$ cat src/design/rps_pkg.sv
// Constants and types for the remappable pin select crossbar
package rps_pkg;
  localparam int FIELD_W = 5;
  localparam int NUM_IN = 14;
  localparam int NUM_PINS = 16;
  localparam int LOCK_BIT = 6;
  localparam int FUSE_ONE_SHOT_BIT = 5;
  localparam logic [7:0] KEY_FIRST = 8'h46;
  localparam logic [7:0] KEY_SECOND = 8'h57;
  localparam logic [FIELD_W-1:0] MAP_RESET = 5'h00;
  localparam logic LOCK_RESET = 1'b0;
  // Input function indexes
  localparam int IN_IRQ1 = 0;
  localparam int IN_IRQ2 = 1;
  localparam int IN_TIMER_TWO_CLOCK_IN = 2;
  localparam int IN_TIMER_THREE_CLOCK_IN = 3;
  localparam int IN_CAP1 = 4;
  localparam int IN_CAP2 = 5;
  localparam int IN_CAP7 = 6;
  localparam int IN_CAP8 = 7;
  localparam int IN_CFLT = 8;
  localparam int IN_URX = 9;
  localparam int IN_UCTS = 10;
  localparam int IN_SDI = 11;
  localparam int IN_SCK = 12;
  localparam int IN_SS = 13;
  // Output codes
  localparam logic [FIELD_W-1:0] OUT_NULL = 5'h00;
  localparam logic [FIELD_W-1:0] OUT_UTX = 5'h03;
  localparam logic [FIELD_W-1:0] OUT_URTS = 5'h04;
  localparam logic [FIELD_W-1:0] OUT_SDO = 5'h07;
  localparam logic [FIELD_W-1:0] OUT_SCK = 5'h08;
  localparam logic [FIELD_W-1:0] OUT_SS = 5'h09;
  localparam logic [FIELD_W-1:0] OUT_CMP1 = 5'h12;
  localparam logic [FIELD_W-1:0] OUT_CMP2 = 5'h13;
  // Key sequence states
  typedef enum logic [1:0] {
    RPS_KEY_IDLE = 2'b00,
    RPS_KEY_ONE = 2'b01,
    RPS_KEY_OPEN = 2'b11
  } rps_key_e;
endpackage : rps_pkg

$ cat src/design/rps_map_if.sv
// Interface carrying mapping contents and write events to the shadow checker
`timescale 1ns/1ps
`default_nettype none
interface rps_map_if;
  logic [rps_pkg::NUM_IN*rps_pkg::FIELD_W-1:0] in_map;
  logic [rps_pkg::NUM_PINS*rps_pkg::FIELD_W-1:0] out_map;
  logic wr_ok;
  logic [rps_pkg::NUM_IN*rps_pkg::FIELD_W-1:0] wr_in_map;
  logic [rps_pkg::NUM_PINS*rps_pkg::FIELD_W-1:0] wr_out_map;
  modport owner (output in_map, output out_map, output wr_ok, output wr_in_map,
                 output wr_out_map);
  modport monitor (input in_map, input out_map, input wr_ok, input wr_in_map,
                   input wr_out_map);
endinterface : rps_map_if
`default_nettype wire

$ cat src/design/rps_top.sv
// Remappable pin select crossbar with key-protected write lock
`timescale 1ns/1ps
`default_nettype none
module rps_top #(
  parameter int NUM_PINS = rps_pkg::NUM_PINS
) (
  // Clock and reset
  input wire logic clk_sys,
  input wire logic rstn,
  // Oscillator control low byte write port
  input wire logic osc_wr,
  input wire logic [7:0] osc_wdata,
  // Fuse word bits
  input wire logic [7:0] oscillator_fuse_word,
  // Mapping write ports
  input wire logic in_sel_wr,
  input wire logic [3:0] in_sel_idx,
  input wire logic [rps_pkg::FIELD_W-1:0] in_sel_data,
  input wire logic out_sel_wr,
  input wire logic [3:0] out_sel_idx,
  input wire logic [rps_pkg::FIELD_W-1:0] out_sel_data,
  // Status
  output logic map_write_lock,
  output logic cfg_mismatch_reset,
  output logic [rps_pkg::NUM_IN*rps_pkg::FIELD_W-1:0] input_select_regs,
  output logic [NUM_PINS*rps_pkg::FIELD_W-1:0] output_select_regs,
  // Remappable pins
  input wire logic [NUM_PINS-1:0] remappable_pin,
  // Port logic per pin
  input wire logic [NUM_PINS-1:0] port_out,
  input wire logic [NUM_PINS-1:0] port_oe,
  // Peripheral outputs
  input wire logic uart_transmit_out,
  input wire logic uart_request_to_send_out,
  input wire logic spi_data_out,
  input wire logic spi_clock_out,
  input wire logic spi_select_out,
  input wire logic compare_out_one,
  input wire logic compare_out_two,
  // Analog selects; a set bit keeps the pin on port_out with its driver off
  input wire logic [NUM_PINS-1:0] analog_sel,
  // Pin drive
  output logic [NUM_PINS-1:0] pin_out,
  output logic [NUM_PINS-1:0] pin_oe,
  // Peripheral inputs
  output logic ext_irq_one_in,
  output logic ext_irq_two_in,
  output logic timer_two_clock_in,
  output logic timer_three_clock_in,
  output logic capture_one_in,
  output logic capture_two_in,
  output logic capture_seven_in,
  output logic capture_eight_in,
  output logic compare_fault_a_in,
  output logic uart_receive_in,
  output logic uart_clear_to_send_in,
  output logic spi_data_in,
  output logic spi_clock_in,
  output logic spi_select_in
);
  localparam int FW = rps_pkg::FIELD_W;
  localparam int NI = rps_pkg::NUM_IN;

  // Elaboration checks: the 4-bit write indexes reach at most 16 pins and 16 inputs
  if (NUM_PINS < 1 || NUM_PINS > rps_pkg::NUM_PINS) begin : g_bad_pin_count
    $error("NUM_PINS must be 1 to 16");
  end
  if (rps_pkg::NUM_IN > 16) begin : g_bad_input_count
    $error("NUM_IN must not exceed 16");
  end

  // Select one pin by a 5-bit field; codes past the pin count read low
  function automatic logic pick_pin(input logic [NUM_PINS-1:0] pins,
                                    input logic [FW-1:0] sel);
    logic r;
    r = 1'b0;
    for (int i = 0; i < NUM_PINS; i++) begin
      if (sel == FW'(i)) begin
        r = pins[i];
      end
    end
    return r;
  endfunction : pick_pin

  // Peripheral output chosen by a pin output code
  function automatic logic pick_periph(input logic [FW-1:0] code, input logic [6:0] po);
    logic r;
    r = 1'b0;
    case (code)
      rps_pkg::OUT_UTX: r = po[0];
      rps_pkg::OUT_URTS: r = po[1];
      rps_pkg::OUT_SDO: r = po[2];
      rps_pkg::OUT_SCK: r = po[3];
      rps_pkg::OUT_SS: r = po[4];
      rps_pkg::OUT_CMP1: r = po[5];
      rps_pkg::OUT_CMP2: r = po[6];
      default: r = 1'b0;
    endcase
    return r;
  endfunction : pick_periph

  // Synchronised pins
  logic [NUM_PINS-1:0] pin_meta;
  logic [NUM_PINS-1:0] pin_sync;

  // Lock and key state
  rps_pkg::rps_key_e key_st;
  rps_pkg::rps_key_e next_key_st;
  logic next_lock;
  logic lock_was_set;
  logic next_lock_was_set;
  logic [7:0] fuse_meta;
  logic [7:0] fuse_q;
  logic one_shot_lock_fuse;

  // Mapping storage
  logic [FW-1:0] in_map [NI];
  logic [FW-1:0] out_map [NUM_PINS];
  logic [FW-1:0] next_in_map [NI];
  logic [FW-1:0] next_out_map [NUM_PINS];
  logic map_wr_ok;

  // Routing next values
  logic [NI-1:0] next_periph_in;
  logic [NUM_PINS-1:0] next_pin_out;
  logic [NUM_PINS-1:0] next_pin_oe;
  logic [6:0] periph_out;

  rps_map_if map_bus();

  assign periph_out = {compare_out_two, compare_out_one, spi_select_out, spi_clock_out,
                       spi_data_out, uart_request_to_send_out, uart_transmit_out};
  assign one_shot_lock_fuse = fuse_q[rps_pkg::FUSE_ONE_SHOT_BIT];

  // Two-flop pin synchroniser
  always_ff @(posedge clk_sys or negedge rstn) begin
    if (!rstn) begin
      pin_meta <= '0;
      pin_sync <= '0;
    end else begin
      pin_meta <= remappable_pin;
      pin_sync <= pin_meta;
    end
  end

  // Key sequence and lock bit next values
  always_comb begin
    next_key_st = key_st;
    next_lock = map_write_lock;
    next_lock_was_set = lock_was_set;
    if (osc_wr) begin
      unique case (key_st)
        rps_pkg::RPS_KEY_IDLE: begin
          next_key_st = (osc_wdata == rps_pkg::KEY_FIRST) ? rps_pkg::RPS_KEY_ONE
                                                          : rps_pkg::RPS_KEY_IDLE;
        end
        rps_pkg::RPS_KEY_ONE: begin
          next_key_st = (osc_wdata == rps_pkg::KEY_SECOND) ? rps_pkg::RPS_KEY_OPEN
                                                           : rps_pkg::RPS_KEY_IDLE;
        end
        rps_pkg::RPS_KEY_OPEN: begin
          next_key_st = rps_pkg::RPS_KEY_IDLE;
          // Clearing refused once set when the one-shot fuse is set
          if (osc_wdata[rps_pkg::LOCK_BIT] ||
              !(one_shot_lock_fuse && lock_was_set)) begin
            next_lock = osc_wdata[rps_pkg::LOCK_BIT];
          end
        end
        default: next_key_st = rps_pkg::RPS_KEY_IDLE;
      endcase
    end
    if (next_lock) begin
      next_lock_was_set = 1'b1;
    end
  end

  // Lock state registers
  // Fuse word is a level from outside the clock domain, so it passes two flops
  always_ff @(posedge clk_sys or negedge rstn) begin
    if (!rstn) begin
      key_st <= rps_pkg::RPS_KEY_IDLE;
      map_write_lock <= rps_pkg::LOCK_RESET;
      lock_was_set <= 1'b0;
      fuse_meta <= 8'hff;
      fuse_q <= 8'hff;
    end else begin
      key_st <= next_key_st;
      map_write_lock <= next_lock;
      lock_was_set <= next_lock_was_set;
      fuse_meta <= oscillator_fuse_word;
      fuse_q <= fuse_meta;
    end
  end

  // Mapping writes, silently dropped while locked
  always_comb begin
    map_wr_ok = !map_write_lock && (in_sel_wr || out_sel_wr);
    for (int i = 0; i < NI; i++) begin
      next_in_map[i] = in_map[i];
      if (!map_write_lock && in_sel_wr && in_sel_idx == 4'(i)) begin
        next_in_map[i] = in_sel_data;
      end
    end
    for (int p = 0; p < NUM_PINS; p++) begin
      next_out_map[p] = out_map[p];
      if (!map_write_lock && out_sel_wr && out_sel_idx == 4'(p)) begin
        next_out_map[p] = out_sel_data;
      end
    end
  end

  // Mapping registers
  always_ff @(posedge clk_sys or negedge rstn) begin
    if (!rstn) begin
      for (int i = 0; i < NI; i++) begin
        in_map[i] <= rps_pkg::MAP_RESET;
      end
      for (int p = 0; p < NUM_PINS; p++) begin
        out_map[p] <= rps_pkg::MAP_RESET;
      end
    end else begin
      in_map <= next_in_map;
      out_map <= next_out_map;
    end
  end

  // Flatten mapping for status and shadow checker
  always_comb begin
    for (int i = 0; i < NI; i++) begin
      map_bus.in_map[i*FW +: FW] = in_map[i];
      map_bus.wr_in_map[i*FW +: FW] = next_in_map[i];
    end
    for (int p = 0; p < NUM_PINS; p++) begin
      map_bus.out_map[p*FW +: FW] = out_map[p];
      map_bus.wr_out_map[p*FW +: FW] = next_out_map[p];
    end
    map_bus.wr_ok = map_wr_ok;
  end

  rps_shadow u_shadow (
    .clk_sys(clk_sys),
    .rstn(rstn),
    .map(map_bus.monitor),
    .mismatch(cfg_mismatch_reset)
  );

  // Routing next values
  always_comb begin
    for (int i = 0; i < NI; i++) begin
      next_periph_in[i] = pick_pin(pin_sync, in_map[i]);
    end
    for (int p = 0; p < NUM_PINS; p++) begin
      if (analog_sel[p] || out_map[p] == rps_pkg::OUT_NULL) begin
        next_pin_out[p] = port_out[p];
        next_pin_oe[p] = port_oe[p] && !analog_sel[p];
      end else begin
        next_pin_out[p] = pick_periph(out_map[p], periph_out);
        next_pin_oe[p] = 1'b1;
      end
    end
  end

  // Registered outputs
  always_ff @(posedge clk_sys or negedge rstn) begin
    if (!rstn) begin
      pin_out <= '0;
      pin_oe <= '0;
      input_select_regs <= '0;
      output_select_regs <= '0;
      // Peripheral inputs held low in reset
      ext_irq_one_in <= 1'b0;
      ext_irq_two_in <= 1'b0;
      timer_two_clock_in <= 1'b0;
      timer_three_clock_in <= 1'b0;
      capture_one_in <= 1'b0;
      capture_two_in <= 1'b0;
      capture_seven_in <= 1'b0;
      capture_eight_in <= 1'b0;
      compare_fault_a_in <= 1'b0;
      uart_receive_in <= 1'b0;
      uart_clear_to_send_in <= 1'b0;
      spi_data_in <= 1'b0;
      spi_clock_in <= 1'b0;
      spi_select_in <= 1'b0;
    end else begin
      pin_out <= next_pin_out;
      pin_oe <= next_pin_oe;
      input_select_regs <= map_bus.in_map;
      output_select_regs <= map_bus.out_map;
      // Each peripheral input takes the pin chosen by its own field
      ext_irq_one_in <= next_periph_in[rps_pkg::IN_IRQ1];
      ext_irq_two_in <= next_periph_in[rps_pkg::IN_IRQ2];
      timer_two_clock_in <= next_periph_in[rps_pkg::IN_TIMER_TWO_CLOCK_IN];
      timer_three_clock_in <= next_periph_in[rps_pkg::IN_TIMER_THREE_CLOCK_IN];
      capture_one_in <= next_periph_in[rps_pkg::IN_CAP1];
      capture_two_in <= next_periph_in[rps_pkg::IN_CAP2];
      capture_seven_in <= next_periph_in[rps_pkg::IN_CAP7];
      capture_eight_in <= next_periph_in[rps_pkg::IN_CAP8];
      compare_fault_a_in <= next_periph_in[rps_pkg::IN_CFLT];
      uart_receive_in <= next_periph_in[rps_pkg::IN_URX];
      uart_clear_to_send_in <= next_periph_in[rps_pkg::IN_UCTS];
      spi_data_in <= next_periph_in[rps_pkg::IN_SDI];
      spi_clock_in <= next_periph_in[rps_pkg::IN_SCK];
      spi_select_in <= next_periph_in[rps_pkg::IN_SS];
    end
  end
endmodule : rps_top
`default_nettype wire

$ cat src/design/rps_shadow.sv
// Shadow copy of the mapping registers with continuous mismatch detection
`timescale 1ns/1ps
`default_nettype none
module rps_shadow (
  // Clock and reset
  input wire logic clk_sys,
  input wire logic rstn,
  // Mapping contents
  rps_map_if.monitor map,
  // Mismatch result
  output logic mismatch
);
  logic [rps_pkg::NUM_IN*rps_pkg::FIELD_W-1:0] shd_in;
  logic [rps_pkg::NUM_PINS*rps_pkg::FIELD_W-1:0] shd_out;
  logic [rps_pkg::NUM_IN*rps_pkg::FIELD_W-1:0] next_shd_in;
  logic [rps_pkg::NUM_PINS*rps_pkg::FIELD_W-1:0] next_shd_out;
  logic next_mismatch;

  // Shadow follows legitimate writes only; compare live copy each cycle
  always_comb begin
    next_shd_in = map.wr_ok ? map.wr_in_map : shd_in;
    next_shd_out = map.wr_ok ? map.wr_out_map : shd_out;
    next_mismatch = (map.in_map != shd_in) || (map.out_map != shd_out);
  end

  // Register shadow state
  always_ff @(posedge clk_sys or negedge rstn) begin
    if (!rstn) begin
      shd_in <= '0;
      shd_out <= '0;
      mismatch <= 1'b0;
    end else begin
      shd_in <= next_shd_in;
      shd_out <= next_shd_out;
      mismatch <= next_mismatch;
    end
  end
endmodule : rps_shadow
`default_nettype wire

$ cat config.mk
export PLATFORM = sky130hd
export DESIGN_NAME = rps_top
export DESIGN_NICKNAME = d
export VERILOG_FILES = /design/src/design/rps_pkg.sv /design/src/design/rps_map_if.sv /design/src/design/rps_top.sv /design/src/design/rps_shadow.sv
export SDC_FILE = /design/constraint.sdc
export NUM_CORES = 1
export LEC_CHECK = 0
export BUFFER_PORTS_ARGS = -buffer_cell sky130_fd_sc_hd__buf_2
export CELL_PAD_IN_SITES_DETAIL_PLACEMENT = 1
export CELL_PAD_IN_SITES_GLOBAL_PLACEMENT = 2
export CORE_AREA = 3 3 282 284
export DETAILED_ROUTE_END_ITERATION = 12
export DIE_AREA = 0 0 285 287
export PLACE_DENSITY_LB_ADDON = 0.1
export SLEW_MARGIN = 20
export SYNTH_ARGS = -nofsm -noshare
export SYNTH_HDL_FRONTEND = slang
export SYNTH_SLANG_ARGS = --single-unit
$ cat constraint.sdc
create_clock -name clk_sys -period 3.6 [get_ports clk_sys]
set_input_delay 0.18 -clock clk_sys [delete_from_list [all_inputs] [get_ports clk_sys]]
set_output_delay 0.18 -clock clk_sys [all_outputs]
set_load 0.05 [all_outputs]
Yosys cells after proc, flatten, opt, wreduce, memory -nomap -nowiden:

Index checks and enable logic that the tools add are counted.

* output and inout port bits: 198
* flip-flop bits (word level): 545

* mux-type cells: 308
* reductions and logical operators: 120
* equal/unequal tests: 356

Operators with widths (number)
* equality test 5 x 4 -> 1 bit (second input constant): 144
* equality test 5 x 3 -> 1 bit (second input constant): 88
* 2-to-1 mux 1 bit: 260
* equality test 5 x 2 -> 1 bit (second input constant): 44
* equality test 5 bit (second input constant): 32
* zero test 5 bit: 30
* 2-to-1 mux 5 bit: 30
* one-hot mux 1 bit (7 select lines): 16
* != test 80 bit: 1
* equality test 5 x 1 -> 1 bit (second input constant): 14
* != test 70 bit: 1
* equality test 4 bit (second input constant): 14
* logical AND 1 bit: 50
* equality test 4 x 3 -> 1 bit (second input constant): 8
* logical OR 1 bit: 19
* zero test 1 bit: 18
* equality test 4 x 2 -> 1 bit (second input constant): 4
* equality test 8 x 7 -> 1 bit (second input constant): 2
* equality test 4 x 1 -> 1 bit (second input constant): 2
* zero test 4 bit: 2
* one-hot mux 2 bit (2 select lines): 1
* equality test 2 x 1 -> 1 bit (second input constant): 1
* equality test 2 bit (second input constant): 1
* zero test 2 bit: 1
* 2-to-1 mux 2 bit: 1

Logic depth before layout (Yosys ltp):

Gate-level depths: netlist of run 1.

* depth after elaboration: 17
* mapped depth: 7
* gate-level depth less buffers: 5

Hierarchy:

A second synthesis of run 1 with hierarchy kept.

* cells, all modules: 1656
* area, all modules: 22879.4 um2

By module, submodules not included
* rps_top: sequential area each 9611.7 um2, area each 15702.6 um2, times used 1, cells each 1138
* rps_shadow: sequential area each 3778.6 um2, area each 7176.9 um2, times used 1, cells each 518

Least setup slack after synthesis of run 1:

No wires, ideal clock.

* kind: reg-to-reg
* start point: register map_write_lock
* end point: register u_shadow.shd_out[70] (netlist bit)
* cell stages (with the launch flop): 6
* data required time: 3.475 ns
* path slack: 1.442 ns
* clock period less this slack: 2.158 ns
* arrival: 2.033 ns
* library setup time: 0.125 ns
* buffers on the path: 1
* path through: dfrtp_1 buf_6 and4bb_2 nor2b_1 mux2_2 mux2_2

* cells in the longest elaborated chain, start to end: 4
* elaborated cells between the ends (all ways): 5
* those cells by class: mux: 1; reduce/logical: 4

RTL lines
* start, declared: line rps_top.sv:23 `output logic map_write_lock,`
* start signal, assigned: line rps_top.sv:182 `map_write_lock <= rps_pkg::LOCK_RESET;`
* start signal, assigned: line rps_top.sv:188 `map_write_lock <= next_lock;`
* zero test 1 bit: line rps_top.sv:206 `if (!map_write_lock && out_sel_wr && out_sel_idx == 4'(p)) begin`
* logical AND 1 bit (2 in series): line rps_top.sv:206
* 2-to-1 mux 5 bit: line rps_top.sv:206
* named net map_bus.wr_out_map (one bit): line rps_map_if.sv:9 `logic [rps_pkg::NUM_PINS*rps_pkg::FIELD_W-1:0] wr_out_map;`
* end signal, assigned: line rps_shadow.sv:34 `shd_out <= next_shd_out;`
* end, declared: line rps_shadow.sv:14 `logic [rps_pkg::NUM_PINS*rps_pkg::FIELD_W-1:0] shd_out;`

The timed path passes the listed nets, and every way through them passes these cells.
A chain may end at the register's enable or synchronous reset.

Final worst setup path of run 1:

* start point: register map_write_lock
* end point: register u_shadow.shd_out[35] (netlist bit)

Same word-level chain as after synthesis.

==> flow_results.xml, run 1 <==
<?xml version="1.0" encoding="UTF-8"?>
<metrics>
  <group name="placed_design">
    <metric name="globalplace.congestion" unit="">0.788</metric>
    <metric name="post_dp_cell_area" unit="sq mm">0.0257</metric>
    <metric name="dp.final_hpwl" unit="um">57700</metric>
    <metric name="post-place-ws" unit="ps">1000</metric>
    <metric name="place.port_buffers" unit="">300</metric>
    <metric name="placedCellCount" unit="">2951</metric>
  </group>
  <group name="clock_network">
    <metric name="clk_pin_slew" unit="ps">60</metric>
    <metric name="clock-root-buffer" unit="">sky130_fd_sc_hd__clkbuf_16</metric>
    <metric name="cts_buffers" unit="">66</metric>
    <metric name="cts_max_level" unit="">3</metric>
    <metric name="cts_tree" unit="">built</metric>
    <metric name="clock-sinks" unit="">535</metric>
    <metric name="clock_tree.buffer_depth" unit="">3</metric>
    <metric name="cts.repair.resized" unit="">0</metric>
    <metric name="worstSkewPairLatency" unit="ps">590</metric>
  </group>
  <group name="drt">
    <metric name="first_pass_iters" unit="">4</metric>
    <metric name="first_iter_violations" unit="">768</metric>
    <metric name="drt-total-wl" unit="um">83000</metric>
    <metric name="overall_via_count_from_detail_route" unit="">15545</metric>
    <metric name="routed_wire_length_per_instance" unit="um">26.5</metric>
    <metric name="post_drt_via_cell_ratio" unit="">4.96</metric>
    <metric name="route.antenna.remaining_nets" unit="">0</metric>
    <metric name="drc_viols" unit="">0</metric>
  </group>
  <group name="power_and_ir_drop">
    <metric name="post-layout-total-power" unit="mW">13.7</metric>
    <metric name="powerDensity" unit="mW/mm^2">479</metric>
    <metric name="power.ir.vdd_worst" unit="uV">244</metric>
    <metric name="power.static_leakage" unit="nW">13.6</metric>
  </group>
  <group name="finish">
    <metric name="final.fill_count" unit="">8205</metric>
    <metric name="areaGrowthSynthToFinish" unit="%">23.3</metric>
    <metric name="postLayoutCellArea" unit="sq mm">0.0285</metric>
    <metric name="fin_cells" unit="">3134</metric>
    <metric name="multi_input_combinational_cell_area" unit="sq mm">0.00916</metric>
    <metric name="area.sequential" unit="sq mm">0.0134</metric>
    <metric name="postLayoutCoreUtil" unit="%">36.9</metric>
    <metric name="layout-drive-gt1-share" unit="%">36.9</metric>
    <metric name="final_stage_net_count" unit="">2162</metric>
  </group>
  <group name="yosys">
    <metric name="yosysTopAreaCell" unit="">sky130_fd_sc_hd__dfrtp_1</metric>
    <metric name="synth_area_per_cell" unit="sq um">13.5</metric>
    <metric name="syn_area" unit="sq mm">0.0231</metric>
    <metric name="synth.lib_cells_used.distinct" unit="">70</metric>
    <metric name="synth_area_leaders" unit="">sky130_fd_sc_hd__dfrtp_1, sky130_fd_sc_hd__mux2_2, sky130_fd_sc_hd__mux4_2</metric>
    <metric name="synth_edf_count" unit="">0</metric>
    <metric name="ys.warnings.count" unit="">0</metric>
    <metric name="ys.flop_type" unit="">sky130_fd_sc_hd__dfrtp_1</metric>
    <metric name="synth_top_cell_area_share" unit="%">57.6</metric>
    <metric name="synth_sequential_area_ratio" unit="%">57.9</metric>
    <metric name="post_synth_inst_count" unit="">1709</metric>
    <metric name="async_reset_ff_share" unit="%">100</metric>
    <metric name="ys_ff_latch" unit="">535</metric>
    <metric name="postSynthNetCount" unit="">1819</metric>
  </group>
  <group name="critical_path">
    <metric name="cp_max_fo" unit="">11</metric>
    <metric name="criticalPathCategory" unit="">reg2reg</metric>
    <metric name="worstSetupStartpointType" unit="">flop</metric>
    <metric name="critPathRequiredTime" unit="ps">4060</metric>
    <metric name="arrival" unit="ps">3070</metric>
    <metric name="critical_path.endpoint_type" unit="">flop</metric>
  </group>
  <group name="timing">
    <metric name="fmaxAchievable" unit="MHz">384</metric>
    <metric name="fin_crit_sh" unit="%">72.3</metric>
    <metric name="grt_setup_unrepaired" unit="">no</metric>
    <metric name="final_hold_vios" unit="">0</metric>
    <metric name="slew_viol_final" unit="">0</metric>
    <metric name="worst_pin_slew" unit="ps">976</metric>
    <metric name="fin_hold_ws" unit="ps">108</metric>
    <metric name="skew" unit="ps">28.8</metric>
    <metric name="slew_headroom" unit="%">35.0</metric>
    <metric name="finalSetupViolations" unit="">0</metric>
    <metric name="timing.setup.tns" unit="ps">0</metric>
    <metric name="min_period" unit="ps">2600</metric>
    <metric name="worst_slack" unit="ps">997</metric>
  </group>
  <group name="global_routing">
    <metric name="globalRouteOverflowTotal" unit="">0</metric>
    <metric name="first_global_vias" unit="">17012</metric>
    <metric name="grt_first_pass_wirelength" unit="um">121000</metric>
    <metric name="maximum_number_of_pins_on_one_net_before_global_route_repair" unit="">82</metric>
    <metric name="grt_usage" unit="%">20.2</metric>
    <metric name="grt_antenna_before_repair" unit="">16</metric>
  </group>
  <group name="floorplanning">
    <metric name="core" unit="sq mm">0.0773</metric>
    <metric name="fp.dieArea" unit="sq mm">0.0818</metric>
    <metric name="dieHeight" unit="um">287</metric>
    <metric name="fp.dieW" unit="um">285</metric>
    <metric name="initial_core_util" unit="%">29.9</metric>
    <metric name="ioPinCount" unit="">308</metric>
    <metric name="floorplan.rows" unit="">102</metric>
  </group>
  <group name="worst_hold_path">
    <metric name="hp-class" unit="">in2reg</metric>
  </group>
  <group name="flow_run">
    <metric name="maxCapViolCount" unit="">0</metric>
  </group>
  <group name="run_status">
    <metric name="status" unit="">completed</metric>
  </group>
</metrics>
## power by group
| group | internal (mW) | switching [mW] |
|---|---|---|
| clock | 3.90 | 2.55 |
| combinational | 0.320 | 0.619 |
| sequential | 6.12 | 0.142 |
## routing by layer
layer  wire [um]  up-vias  GRT usage [%]
met3        3920      116           4.24
li1            -     6816              -
met4        1900       10           5.58
met2       40400      336           34.0
met1       36800     8267           26.5
met5          69        -              0
## kinds of logic after synthesis
kind of cell / after synthesis / share of synthesized area, %
compound gates: 178 / 5.06
mux: 383 / 20.9
buf+inv: 144 / 2.58
flops: 535 / 57.9
xor+xnor: 145 / 5.49
simple gates: 324 / 8.07
## Yosys cell counts, types with 3 or more instances
master                     instances
sky130_fd_sc_hd__xor2_1           25
sky130_fd_sc_hd__nor3_1           17
sky130_fd_sc_hd__inv_1            27
sky130_fd_sc_hd__nor3b_1          10
sky130_fd_sc_hd__mux4_2           50
sky130_fd_sc_hd__mux2i_1          28
sky130_fd_sc_hd__nand3_1           3
sky130_fd_sc_hd__nor4_1           16
sky130_fd_sc_hd__xnor2_1         120
sky130_fd_sc_hd__mux2_1            8
sky130_fd_sc_hd__nand4b_1          5
sky130_fd_sc_hd__and3_1            7
sky130_fd_sc_hd__or4_1             3
sky130_fd_sc_hd__a31oi_1          10
sky130_fd_sc_hd__a32oi_1           5
sky130_fd_sc_hd__a311oi_1          3
sky130_fd_sc_hd__o32a_1           11
sky130_fd_sc_hd__clkbuf_1         75
sky130_fd_sc_hd__nand3b_1         17
sky130_fd_sc_hd__mux2_2          297
sky130_fd_sc_hd__a211oi_1         11
sky130_fd_sc_hd__a21oi_1          41
sky130_fd_sc_hd__nand4_1          38
sky130_fd_sc_hd__o31ai_1           8
sky130_fd_sc_hd__nand2b_1         13
sky130_fd_sc_hd__dfrtp_1         533
sky130_fd_sc_hd__nor4bb_1          7
sky130_fd_sc_hd__nor4b_1           6
sky130_fd_sc_hd__buf_2            40
sky130_fd_sc_hd__o22ai_1          13
sky130_fd_sc_hd__nor2_1           72
sky130_fd_sc_hd__and4b_1           5
sky130_fd_sc_hd__o22a_1            3
sky130_fd_sc_hd__or3_1             4
sky130_fd_sc_hd__nand2_1          67
sky130_fd_sc_hd__nor2b_1          21
sky130_fd_sc_hd__o21ai_0          41
sky130_fd_sc_hd__o21bai_1          4
## placed cells by master, fill, tap and decap left out, types with 10 or more instances in the layout
master                          synthesis  routed
sky130_fd_sc_hd__mux2i_1               28      28
sky130_fd_sc_hd__clkbuf_1              75      13
sky130_fd_sc_hd__nand4_1               38      38
sky130_fd_sc_hd__clkbuf_16              0      68
sky130_fd_sc_hd__nor4_1                16      16
sky130_fd_sc_hd__nor3b_1               10      10
sky130_fd_sc_hd__mux4_2                50      50
sky130_fd_sc_hd__dfrtp_1              533     533
sky130_fd_sc_hd__nand2b_1              13      13
sky130_fd_sc_hd__nor2_1                72      72
sky130_fd_sc_hd__buf_2                 40     299
sky130_fd_sc_hd__a21oi_1               41      41
sky130_fd_sc_hd__mux2_2               297     297
sky130_fd_sc_hd__dlygate4sd3_1          0      73
sky130_fd_sc_hd__clkbuf_8               0      16
sky130_fd_sc_hd__nand3b_1              17      17
sky130_fd_sc_hd__a31oi_1               10      10
sky130_fd_sc_hd__buf_4                  0      11
sky130_fd_sc_hd__nor2b_1               21      21
sky130_fd_sc_hd__xnor2_1              120     120
sky130_fd_sc_hd__o32a_1                11      11
sky130_fd_sc_hd__a211oi_1              11      11
sky130_fd_sc_hd__o21ai_0               41      41
sky130_fd_sc_hd__inv_1                 27      27
sky130_fd_sc_hd__xor2_1                25      25
sky130_fd_sc_hd__nand2_1               67      67
sky130_fd_sc_hd__nor3_1                17      17
sky130_fd_sc_hd__o22ai_1               13      13
## sequential cells by signal, indices dropped and copies added, names as in the netlist, 2 cells and up
signal and flops:
u_shadow.shd_out 80, pin_out 16, pin_meta 16, map_bus.out_map 80, u_shadow.shd_in 70, key_st 2
pin_sync 16, in_map 70, input_select_regs 70, output_select_regs 80, pin_oe 16
## critical path, cell delays in order, from the launching register on
cell and delay [ps]:
sky130_fd_sc_hd__dfrtp_1 690, sky130_fd_sc_hd__nand4b_1 430, sky130_fd_sc_hd__nor2b_1 650, sky130_fd_sc_hd__mux2_2 420, sky130_fd_sc_hd__mux2_2 260
## area by class of cell
class,count,area share (%)
Antenna cell,5,0.0439
Clock buffer,97,6.91
Clock inverter,8,0.368
Inverter,27,0.355
Multi-Input combinational cell,1030,32.1
Sequential cell,535,46.9
Tap cell,1040,4.56
Timing Repair Buffer,392,8.71
## final timing paths
check,cells after the start,to,slack (ps),startpoint
worst max register to register,4,u_shadow.shd_out[35],1000,map_write_lock
min in group asynchronous,2,pin_out[10],210,rstn
worst min-delay path,4,in_map[3],110,in_sel_idx[1]
worst max-delay path,4,u_shadow.shd_out[35],1000,map_write_lock
worst min register to register,0,pin_sync[8],350,pin_meta[8]
max in group asynchronous,3,fuse_meta[5],2410,rstn
## what timing repair did
action                                 4_1_cts  5_1_grt
hold buffers                                73        0
setup buffers                                0        0
endpoints found under the hold margin      124        0
Note: power is estimated with default switching activity, not from simulation.
==> inputs of run 2 (changes only) <==
ABC_AREA = 1   (was default)
CORE_AREA = 3 3 286 288   (was 3 3 282 284)
DIE_AREA = 0 0 289 291   (was 0 0 285 287)
clock period = 2.2 ns   (was 3.6 ns; I/O delays follow)
==> flow_results.xml, run 2 <==
<?xml version="1.0" encoding="UTF-8"?>
<metrics>
  <group name="global_routing">
    <metric name="grt_usage" unit="%">21.2</metric>
    <metric name="globalRouteOverflowTotal" unit="">0</metric>
    <metric name="grt_antenna_before_repair" unit="">10</metric>
    <metric name="first_global_vias" unit="">22116</metric>
    <metric name="grt_first_pass_wirelength" unit="um">136000</metric>
    <metric name="maximum_number_of_pins_on_one_net_before_global_route_repair" unit="">82</metric>
  </group>
  <group name="floorplanning">
    <metric name="floorplan.rows" unit="">103</metric>
    <metric name="ioPinCount" unit="">308</metric>
    <metric name="fp.dieW" unit="um">289</metric>
    <metric name="core" unit="sq mm">0.0791</metric>
    <metric name="initial_core_util" unit="%">30.1</metric>
    <metric name="fp.dieArea" unit="sq mm">0.0841</metric>
    <metric name="dieHeight" unit="um">291</metric>
  </group>
  <group name="timing">
    <metric name="skew" unit="ps">12.4</metric>
    <metric name="worst_pin_slew" unit="ps">666</metric>
    <metric name="fmaxAchievable" unit="MHz">463</metric>
    <metric name="grt_setup_unrepaired" unit="">yes</metric>
    <metric name="slew_headroom" unit="%">55.5</metric>
    <metric name="fin_crit_sh" unit="%">98.1</metric>
    <metric name="finalSetupViolations" unit="">0</metric>
    <metric name="min_period" unit="ps">2160</metric>
    <metric name="timing.setup.tns" unit="ps">0</metric>
    <metric name="worst_slack" unit="ps">41.9</metric>
    <metric name="final_hold_vios" unit="">0</metric>
    <metric name="slew_viol_final" unit="">0</metric>
  </group>
  <group name="yosys">
    <metric name="synth_area_per_cell" unit="sq um">8.86</metric>
    <metric name="synth.lib_cells_used.distinct" unit="">39</metric>
    <metric name="ys.warnings.count" unit="">0</metric>
    <metric name="syn_area" unit="sq mm">0.0238</metric>
    <metric name="postSynthNetCount" unit="">2800</metric>
    <metric name="synth_area_leaders" unit="">sky130_fd_sc_hd__dfrtp_1, sky130_fd_sc_hd__nand2_1, sky130_fd_sc_hd__o21ai_0</metric>
    <metric name="synth_top_cell_area_share" unit="%">56.0</metric>
    <metric name="ys.flop_type" unit="">sky130_fd_sc_hd__dfrtp_1</metric>
    <metric name="yosysTopAreaCell" unit="">sky130_fd_sc_hd__dfrtp_1</metric>
    <metric name="yosysMostFrequentCell" unit="">sky130_fd_sc_hd__nand2_1</metric>
    <metric name="synth_edf_count" unit="">0</metric>
    <metric name="post_synth_inst_count" unit="">2690</metric>
    <metric name="ys_ff_latch" unit="">535</metric>
    <metric name="synth_sequential_area_ratio" unit="%">56.2</metric>
    <metric name="async_reset_ff_share" unit="%">100</metric>
    <metric name="synth.top_cells.by_count" unit="">sky130_fd_sc_hd__nand2_1, sky130_fd_sc_hd__dfrtp_1, sky130_fd_sc_hd__inv_1</metric>
  </group>
  <group name="drt">
    <metric name="routed_wire_length_per_instance" unit="um">21.0</metric>
    <metric name="route.antenna.remaining_nets" unit="">0</metric>
    <metric name="post_drt_via_cell_ratio" unit="">4.89</metric>
    <metric name="first_pass_iters" unit="">5</metric>
    <metric name="first_iter_violations" unit="">1098</metric>
    <metric name="drc_viols" unit="">0</metric>
    <metric name="overall_via_count_from_detail_route" unit="">21040</metric>
    <metric name="drt-total-wl" unit="um">90200</metric>
  </group>
  <group name="finish">
    <metric name="reg.largest.list" unit="">map_bus.out_map: 80 flops, output_select_regs: 80 flops, u_shadow.shd_out: 80 flops</metric>
    <metric name="postLayoutCoreUtil" unit="%">38.8</metric>
    <metric name="layout-drive-gt1-share" unit="%">19.6</metric>
    <metric name="postLayoutCellArea" unit="sq mm">0.0307</metric>
    <metric name="final_stage_net_count" unit="">3307</metric>
    <metric name="layout_commonest_cell" unit="">sky130_fd_sc_hd__nand2_1</metric>
    <metric name="areaGrowthSynthToFinish" unit="%">29.0</metric>
    <metric name="layout.cells.most_common_list" unit="">sky130_fd_sc_hd__nand2_1, sky130_fd_sc_hd__dfrtp_1, sky130_fd_sc_hd__buf_2</metric>
  </group>
  <group name="clock_network">
    <metric name="clock-sinks" unit="">535</metric>
    <metric name="worstSkewPairLatency" unit="ps">620</metric>
    <metric name="clock_tree.buffer_depth" unit="">3</metric>
    <metric name="clk_pin_slew" unit="ps">60</metric>
    <metric name="cts_max_level" unit="">2</metric>
    <metric name="clock-root-buffer" unit="">sky130_fd_sc_hd__clkbuf_16</metric>
    <metric name="cts_tree" unit="">built</metric>
    <metric name="cts_buffers" unit="">60</metric>
  </group>
  <group name="critical_path">
    <metric name="worstRegToRegCells" unit="">7</metric>
    <metric name="critPathRequiredTime" unit="ps">2760</metric>
    <metric name="timing.critical_path.cells" unit="">inv_1 &gt; nand3_1 &gt; nand2_1 &gt; nand2_1 &gt; dlygate4sd3_1 &gt; nand2_1 &gt; dlygate4sd3_1</metric>
    <metric name="worstSetupPathDepth" unit="">7</metric>
    <metric name="cp_max_fo" unit="">6</metric>
    <metric name="crit_path_top_delay_cell" unit="">sky130_fd_sc_hd__dlygate4sd3_1</metric>
    <metric name="critical_path.endpoint_type" unit="">flop</metric>
    <metric name="critical_path.n_buffers_inverters" unit="">3</metric>
    <metric name="arrival" unit="ps">2720</metric>
    <metric name="crit_family" unit="">buffers and inverters</metric>
    <metric name="criticalPathCategory" unit="">reg2reg</metric>
    <metric name="timing.critical_path.mode_cell" unit="">sky130_fd_sc_hd__nand2_1</metric>
    <metric name="cp_slowest_stage_delay" unit="ps">570</metric>
    <metric name="worst-r2r-setup-slack" unit="ps">40</metric>
    <metric name="worstSetupStartpointType" unit="">flop</metric>
  </group>
  <group name="power_and_ir_drop">
    <metric name="power.static_leakage" unit="nW">15.5</metric>
    <metric name="power.ir.vdd_worst" unit="uV">543</metric>
    <metric name="powerDensity" unit="mW/mm^2">722</metric>
  </group>
  <group name="worst_hold_path">
    <metric name="hp-class" unit="">in2async</metric>
  </group>
  <group name="flow_run">
    <metric name="maxCapViolCount" unit="">0</metric>
  </group>
  <group name="placed_design">
    <metric name="place.port_buffers" unit="">300</metric>
    <metric name="globalplace.congestion" unit="">0.851</metric>
    <metric name="dp.final_hpwl" unit="um">64800</metric>
    <metric name="post-place-ws" unit="ps">155</metric>
    <metric name="post_dp_cell_area" unit="sq mm">0.0273</metric>
  </group>
  <group name="run_status">
    <metric name="status" unit="">completed</metric>
  </group>
</metrics>
## run 2: changes by cell type after synthesis, sizes merged, moves of 17 or more
cell   previous run  this run
buf              42        17
inv              27       297
mux2            305        75
mux2i            28         0
mux4             50         0
nand2            67       673
nand3             3       133
nand4            38       116
nor2             72       176
nor2b            21         0
nor3             17        75
o21ai            41       306
xnor2           120        33
xor2             25        42
## run 2: routing by layer
layer	part of all wire, %	routed length [um]	vias up	global-route usage, %
li1	-	-	9881	-
met3	4.6	4160	115	3.29
met4	2.2	1990	2	4.77
met5	0.014	13	-	0
met2	45	40700	455	33.4
met1	48	43300	10587	30.7
## run 2: timing repair
item	4_1_cts	5_1_grt
hold endpoints to repair	494	0
setup endpoints to repair	0	19
buffers inserted	0	1
hold buffers	120	0
resized for setup	0	20
## run 2: worst paths after layout
| check | endpoint | from |
|---|---|---|
| setup / recovery | pin_out[7] | map_bus.out_map[39] |
| hold / removal | input_select_regs[43] | rstn |
| setup reg to reg | pin_out[7] | map_bus.out_map[39] |
| hold reg to reg | pin_sync[7] | pin_meta[7] |
| max in group asynchronous | u_shadow.shd_in[13] | rstn |
| min in group clk_sys | pin_out[8] | analog_sel[8] |
## run 2: layout make-up
cell class / instances / area (sq um)
diodes: 3 / 7.51
clock inverters: 25 / 384
multi-input cells: 1769 / 9040
well taps: 1050 / 1310
flip-flops and latches: 535 / 13400
repair buffers: 534 / 3730
fillers: 9260 / 48400
clock buffers: 86 / 1750
inverters: 297 / 1110
## run 2: metrics by stage
step	hold WS, ps	instances	power (mW)
after floorplan	-186	2690	10.6
after global placement	104	4065	11.4
after detailed placement	113	4065	11.4
after CTS	0.0481	4296	22.5
after global routing	57.3	4298	23.1
final	46.0	4299	22.2
## run 2: where the power goes
group          switching, mW  internal (mW)  total, mW  leakage [nW]
sequential            0.0581           9.94       10.0          6.90
combinational          0.923          0.434       1.36          7.57
clock                   4.26           6.58       10.8          1.04
total                   5.24           17.0       22.2          15.5
## run 2: logic make-up (layout without fill, tap and decap cells)
family          Yosys count  after routing  share of synthesized area [%]
compound gates          417            417                           9.51
xor+xnor                 75             75                           2.76
buf+inv                 386            942                           6.11
flops                   535            535                           56.2
mux                      75             75                           3.54
other cells               0              3                              0
simple gates           1202           1202                           21.9
## run 2: worst register-to-register path: stages, from the launching register on
cell	delay, ps
sky130_fd_sc_hd__dfrtp_2	450
sky130_fd_sc_hd__inv_1	180
sky130_fd_sc_hd__nand3_1	100
sky130_fd_sc_hd__nand2_1	100
sky130_fd_sc_hd__nand2_1	70
sky130_fd_sc_hd__dlygate4sd3_1	570
sky130_fd_sc_hd__nand2_1	90
sky130_fd_sc_hd__dlygate4sd3_1	540
==> inputs of run 3 (changes only) <==
clock period = 2.1 ns   (was 2.2 ns; I/O delays follow)
==> flow_results.xml, run 3 (synthesis results as in run 2) <==
<?xml version="1.0" encoding="UTF-8"?>
<metrics>
  <group name="power_and_ir_drop">
    <metric name="powerDensity" unit="mW/mm^2">755</metric>
    <metric name="sw_frac_of_total" unit="%">24.1</metric>
    <metric name="seq_power_share" unit="%">44.3</metric>
    <metric name="power.switching" unit="mW">5.70</metric>
    <metric name="power.static_leakage" unit="nW">15.9</metric>
    <metric name="power.ir.vdd_worst" unit="uV">582</metric>
    <metric name="cell_internal_pwr" unit="mW">17.9</metric>
    <metric name="combPwrFrac" unit="%">6.1</metric>
    <metric name="power_frac_clock" unit="%">49.6</metric>
  </group>
  <group name="critical_path">
    <metric name="arrival" unit="ps">2490</metric>
    <metric name="critPathRequiredTime" unit="ps">2580</metric>
    <metric name="worstSetupStartpointType" unit="">flop</metric>
    <metric name="crit-reg2reg-launch" unit="">map_write_lock</metric>
    <metric name="worstRegToRegCells" unit="">7</metric>
    <metric name="criticalPathCategory" unit="">reg2reg</metric>
    <metric name="timing.rr.end" unit="">u_shadow.shd_in[4]</metric>
    <metric name="cp_max_fo" unit="">10</metric>
    <metric name="critical_path.endpoint_type" unit="">flop</metric>
    <metric name="worst-r2r-setup-slack" unit="ps">90</metric>
  </group>
  <group name="finish">
    <metric name="layout-drive-gt1-share" unit="%">21.2</metric>
    <metric name="final.fill_count" unit="">9226</metric>
    <metric name="layout_commonest_cell" unit="">sky130_fd_sc_hd__nand2_1</metric>
    <metric name="areaGrowthSynthToFinish" unit="%">31.3</metric>
    <metric name="layout.cells.most_common_list" unit="">sky130_fd_sc_hd__nand2_1, sky130_fd_sc_hd__dfrtp_1, sky130_fd_sc_hd__buf_2</metric>
    <metric name="final_stage_net_count" unit="">3376</metric>
    <metric name="reg.largest.list" unit="">map_bus.out_map: 80 flops, output_select_regs: 80 flops, u_shadow.shd_out: 80 flops</metric>
    <metric name="postLayoutCoreUtil" unit="%">39.5</metric>
  </group>
  <group name="run_status">
    <metric name="status" unit="">complete, but fails checks</metric>
    <metric name="failed_checks" unit="">negative hold slack</metric>
  </group>
  <group name="drt">
    <metric name="first_iter_violations" unit="">1253</metric>
    <metric name="post_drt_via_cell_ratio" unit="">4.88</metric>
    <metric name="drc_viols" unit="">0</metric>
    <metric name="drt-total-wl" unit="um">91100</metric>
    <metric name="overall_via_count_from_detail_route" unit="">21349</metric>
    <metric name="route.antenna.remaining_nets" unit="">0</metric>
    <metric name="routed_wire_length_per_instance" unit="um">20.8</metric>
    <metric name="first_pass_iters" unit="">5</metric>
  </group>
  <group name="floorplanning">
    <metric name="fp.dieArea" unit="sq mm">0.0841</metric>
    <metric name="ioPinCount" unit="">308</metric>
    <metric name="dieHeight" unit="um">291</metric>
    <metric name="floorplan.rows" unit="">103</metric>
    <metric name="fp.dieW" unit="um">289</metric>
    <metric name="initial_core_util" unit="%">30.1</metric>
    <metric name="core" unit="sq mm">0.0791</metric>
  </group>
  <group name="flow_run">
    <metric name="maxCapViolCount" unit="">0</metric>
  </group>
  <group name="timing">
    <metric name="fin_hold_ws" unit="ps">-9.63</metric>
    <metric name="min_period" unit="ps">2010</metric>
    <metric name="grt_setup_unrepaired" unit="">yes</metric>
    <metric name="fmaxAchievable" unit="MHz">499</metric>
    <metric name="slew_headroom" unit="%">53.1</metric>
    <metric name="worst_pin_slew" unit="ps">702</metric>
    <metric name="skew" unit="ps">16.6</metric>
    <metric name="timing.setup.tns" unit="ps">0</metric>
    <metric name="finalSetupViolations" unit="">0</metric>
    <metric name="slew_viol_final" unit="">0</metric>
    <metric name="fin_crit_sh" unit="%">95.5</metric>
    <metric name="final_hold_vios" unit="">1</metric>
  </group>
  <group name="global_routing">
    <metric name="grt_first_pass_wirelength" unit="um">139000</metric>
    <metric name="maximum_number_of_pins_on_one_net_before_global_route_repair" unit="">61</metric>
    <metric name="globalRouteOverflowTotal" unit="">0</metric>
    <metric name="first_global_vias" unit="">22584</metric>
    <metric name="grt_usage" unit="%">21.7</metric>
    <metric name="grt_antenna_before_repair" unit="">13</metric>
  </group>
  <group name="placed_design">
    <metric name="dp.final_hpwl" unit="um">65800</metric>
    <metric name="globalplace.congestion" unit="">0.837</metric>
    <metric name="place.port_buffers" unit="">300</metric>
  </group>
  <group name="clock_network">
    <metric name="cts_buffers" unit="">66</metric>
    <metric name="cts_tree" unit="">built</metric>
    <metric name="clk_pin_slew" unit="ps">60</metric>
    <metric name="worstSkewPairLatency" unit="ps">600</metric>
    <metric name="clock-sinks" unit="">535</metric>
    <metric name="cts_max_level" unit="">3</metric>
    <metric name="clock_tree.buffer_depth" unit="">3</metric>
    <metric name="clock-root-buffer" unit="">sky130_fd_sc_hd__clkbuf_16</metric>
  </group>
  <group name="worst_hold_path">
    <metric name="count_of_cells_along_the_worst_hold_path" unit="">7</metric>
    <metric name="hp-class" unit="">in2reg</metric>
    <metric name="worst_hold_path.endpoint" unit="">pin_out[8]</metric>
    <metric name="timing.hold.worst.start" unit="">analog_sel[8]</metric>
  </group>
</metrics>
run 3: through the flow:
stage          worst slack, ps  total power [mW]  hold slack, ps  std cells  area, sq um
6_report                  94.3              23.6           -9.63       4371        31300
5_1_grt                   -102              24.6            31.5       4369        31300
4_1_cts                   39.8              24.0            2.94       4366        31300
3_5_place_dp              76.7              11.9            97.7       4131        27900
3_3_place_gp               180              11.9            88.6       4131        27900
2_1_floorplan              210              11.1            -191       2690        23800
run 3: worst max-delay path, stage by stage, from the launching register on:
cell                      delay, ps
sky130_fd_sc_hd__dfrtp_1        380
sky130_fd_sc_hd__inv_1          180
sky130_fd_sc_hd__nand2_1        180
sky130_fd_sc_hd__nor3_2         290
sky130_fd_sc_hd__nand2_1        310
sky130_fd_sc_hd__nand2_1        130
sky130_fd_sc_hd__o21ai_0        120
sky130_fd_sc_hd__mux2_2         290
run 3: what timing repair did:
| item | 4_1_cts | 5_1_grt |
|---|---|---|
| resized for setup | 0 | 10 |
| endpoints found under the hold margin | 467 | 0 |
| buffers inserted | 0 | 0 |
| setup endpoints to repair | 0 | 21 |
| hold buffers | 117 | 0 |
run 3: worst max-delay path by stage:
stage | startpoint | end | slack, ps
finish | map_write_lock | u_shadow.shd_in[4] | 90
global route | map_write_lock | u_shadow.shd_in[4] | -100
CTS | map_bus.out_map[42] | pin_out[8] | 40
detailed placement | map_write_lock | u_shadow.shd_out[8] | 80
global placement | map_write_lock | u_shadow.shd_out[9] | 180
floorplan | map_write_lock | u_shadow.shd_in[10] | 210
run 3: layer usage:
| layer | vias to the layer above | GRT usage [%] | wire, um |
|---|---|---|---|
| met1 | 10731 | 30.7 | 42500 |
| met4 | 0 | 5.24 | 1580 |
| met5 | - | 0 | 0 |
| li1 | 10020 | - | - |
| met2 | 506 | 34.5 | 41900 |
| met3 | 92 | 3.75 | 5120 |
run 3: layout make-up:
| class | instances | area (sq um) | area share [%] |
|---|---|---|---|
| flip-flops and latches | 535 | 13400 | 42.8 |
| repair buffers | 597 | 4210 | 13.4 |
| diodes | 5 | 12.5 | 0.0400 |
| multi-input cells | 1769 | 9020 | 28.8 |
| clock inverters | 24 | 275 | 0.880 |
| well taps | 1050 | 1310 | 4.20 |
| clock buffers | 94 | 1960 | 6.27 |
| inverters | 297 | 1110 | 3.56 |
run 3: power groups by stage:
| stage | combinational (mW) | sequential, mW | clock (mW) |
|---|---|---|---|
| floorplan | 0.269 | 10.8 | 0 |
| global placement | 1.26 | 10.7 | 0 |
| detailed placement | 1.28 | 10.7 | 0 |
| CTS | 1.45 | 10.5 | 12.1 |
| global route | 1.56 | 10.5 | 12.5 |
| finish | 1.43 | 10.5 | 11.7 |
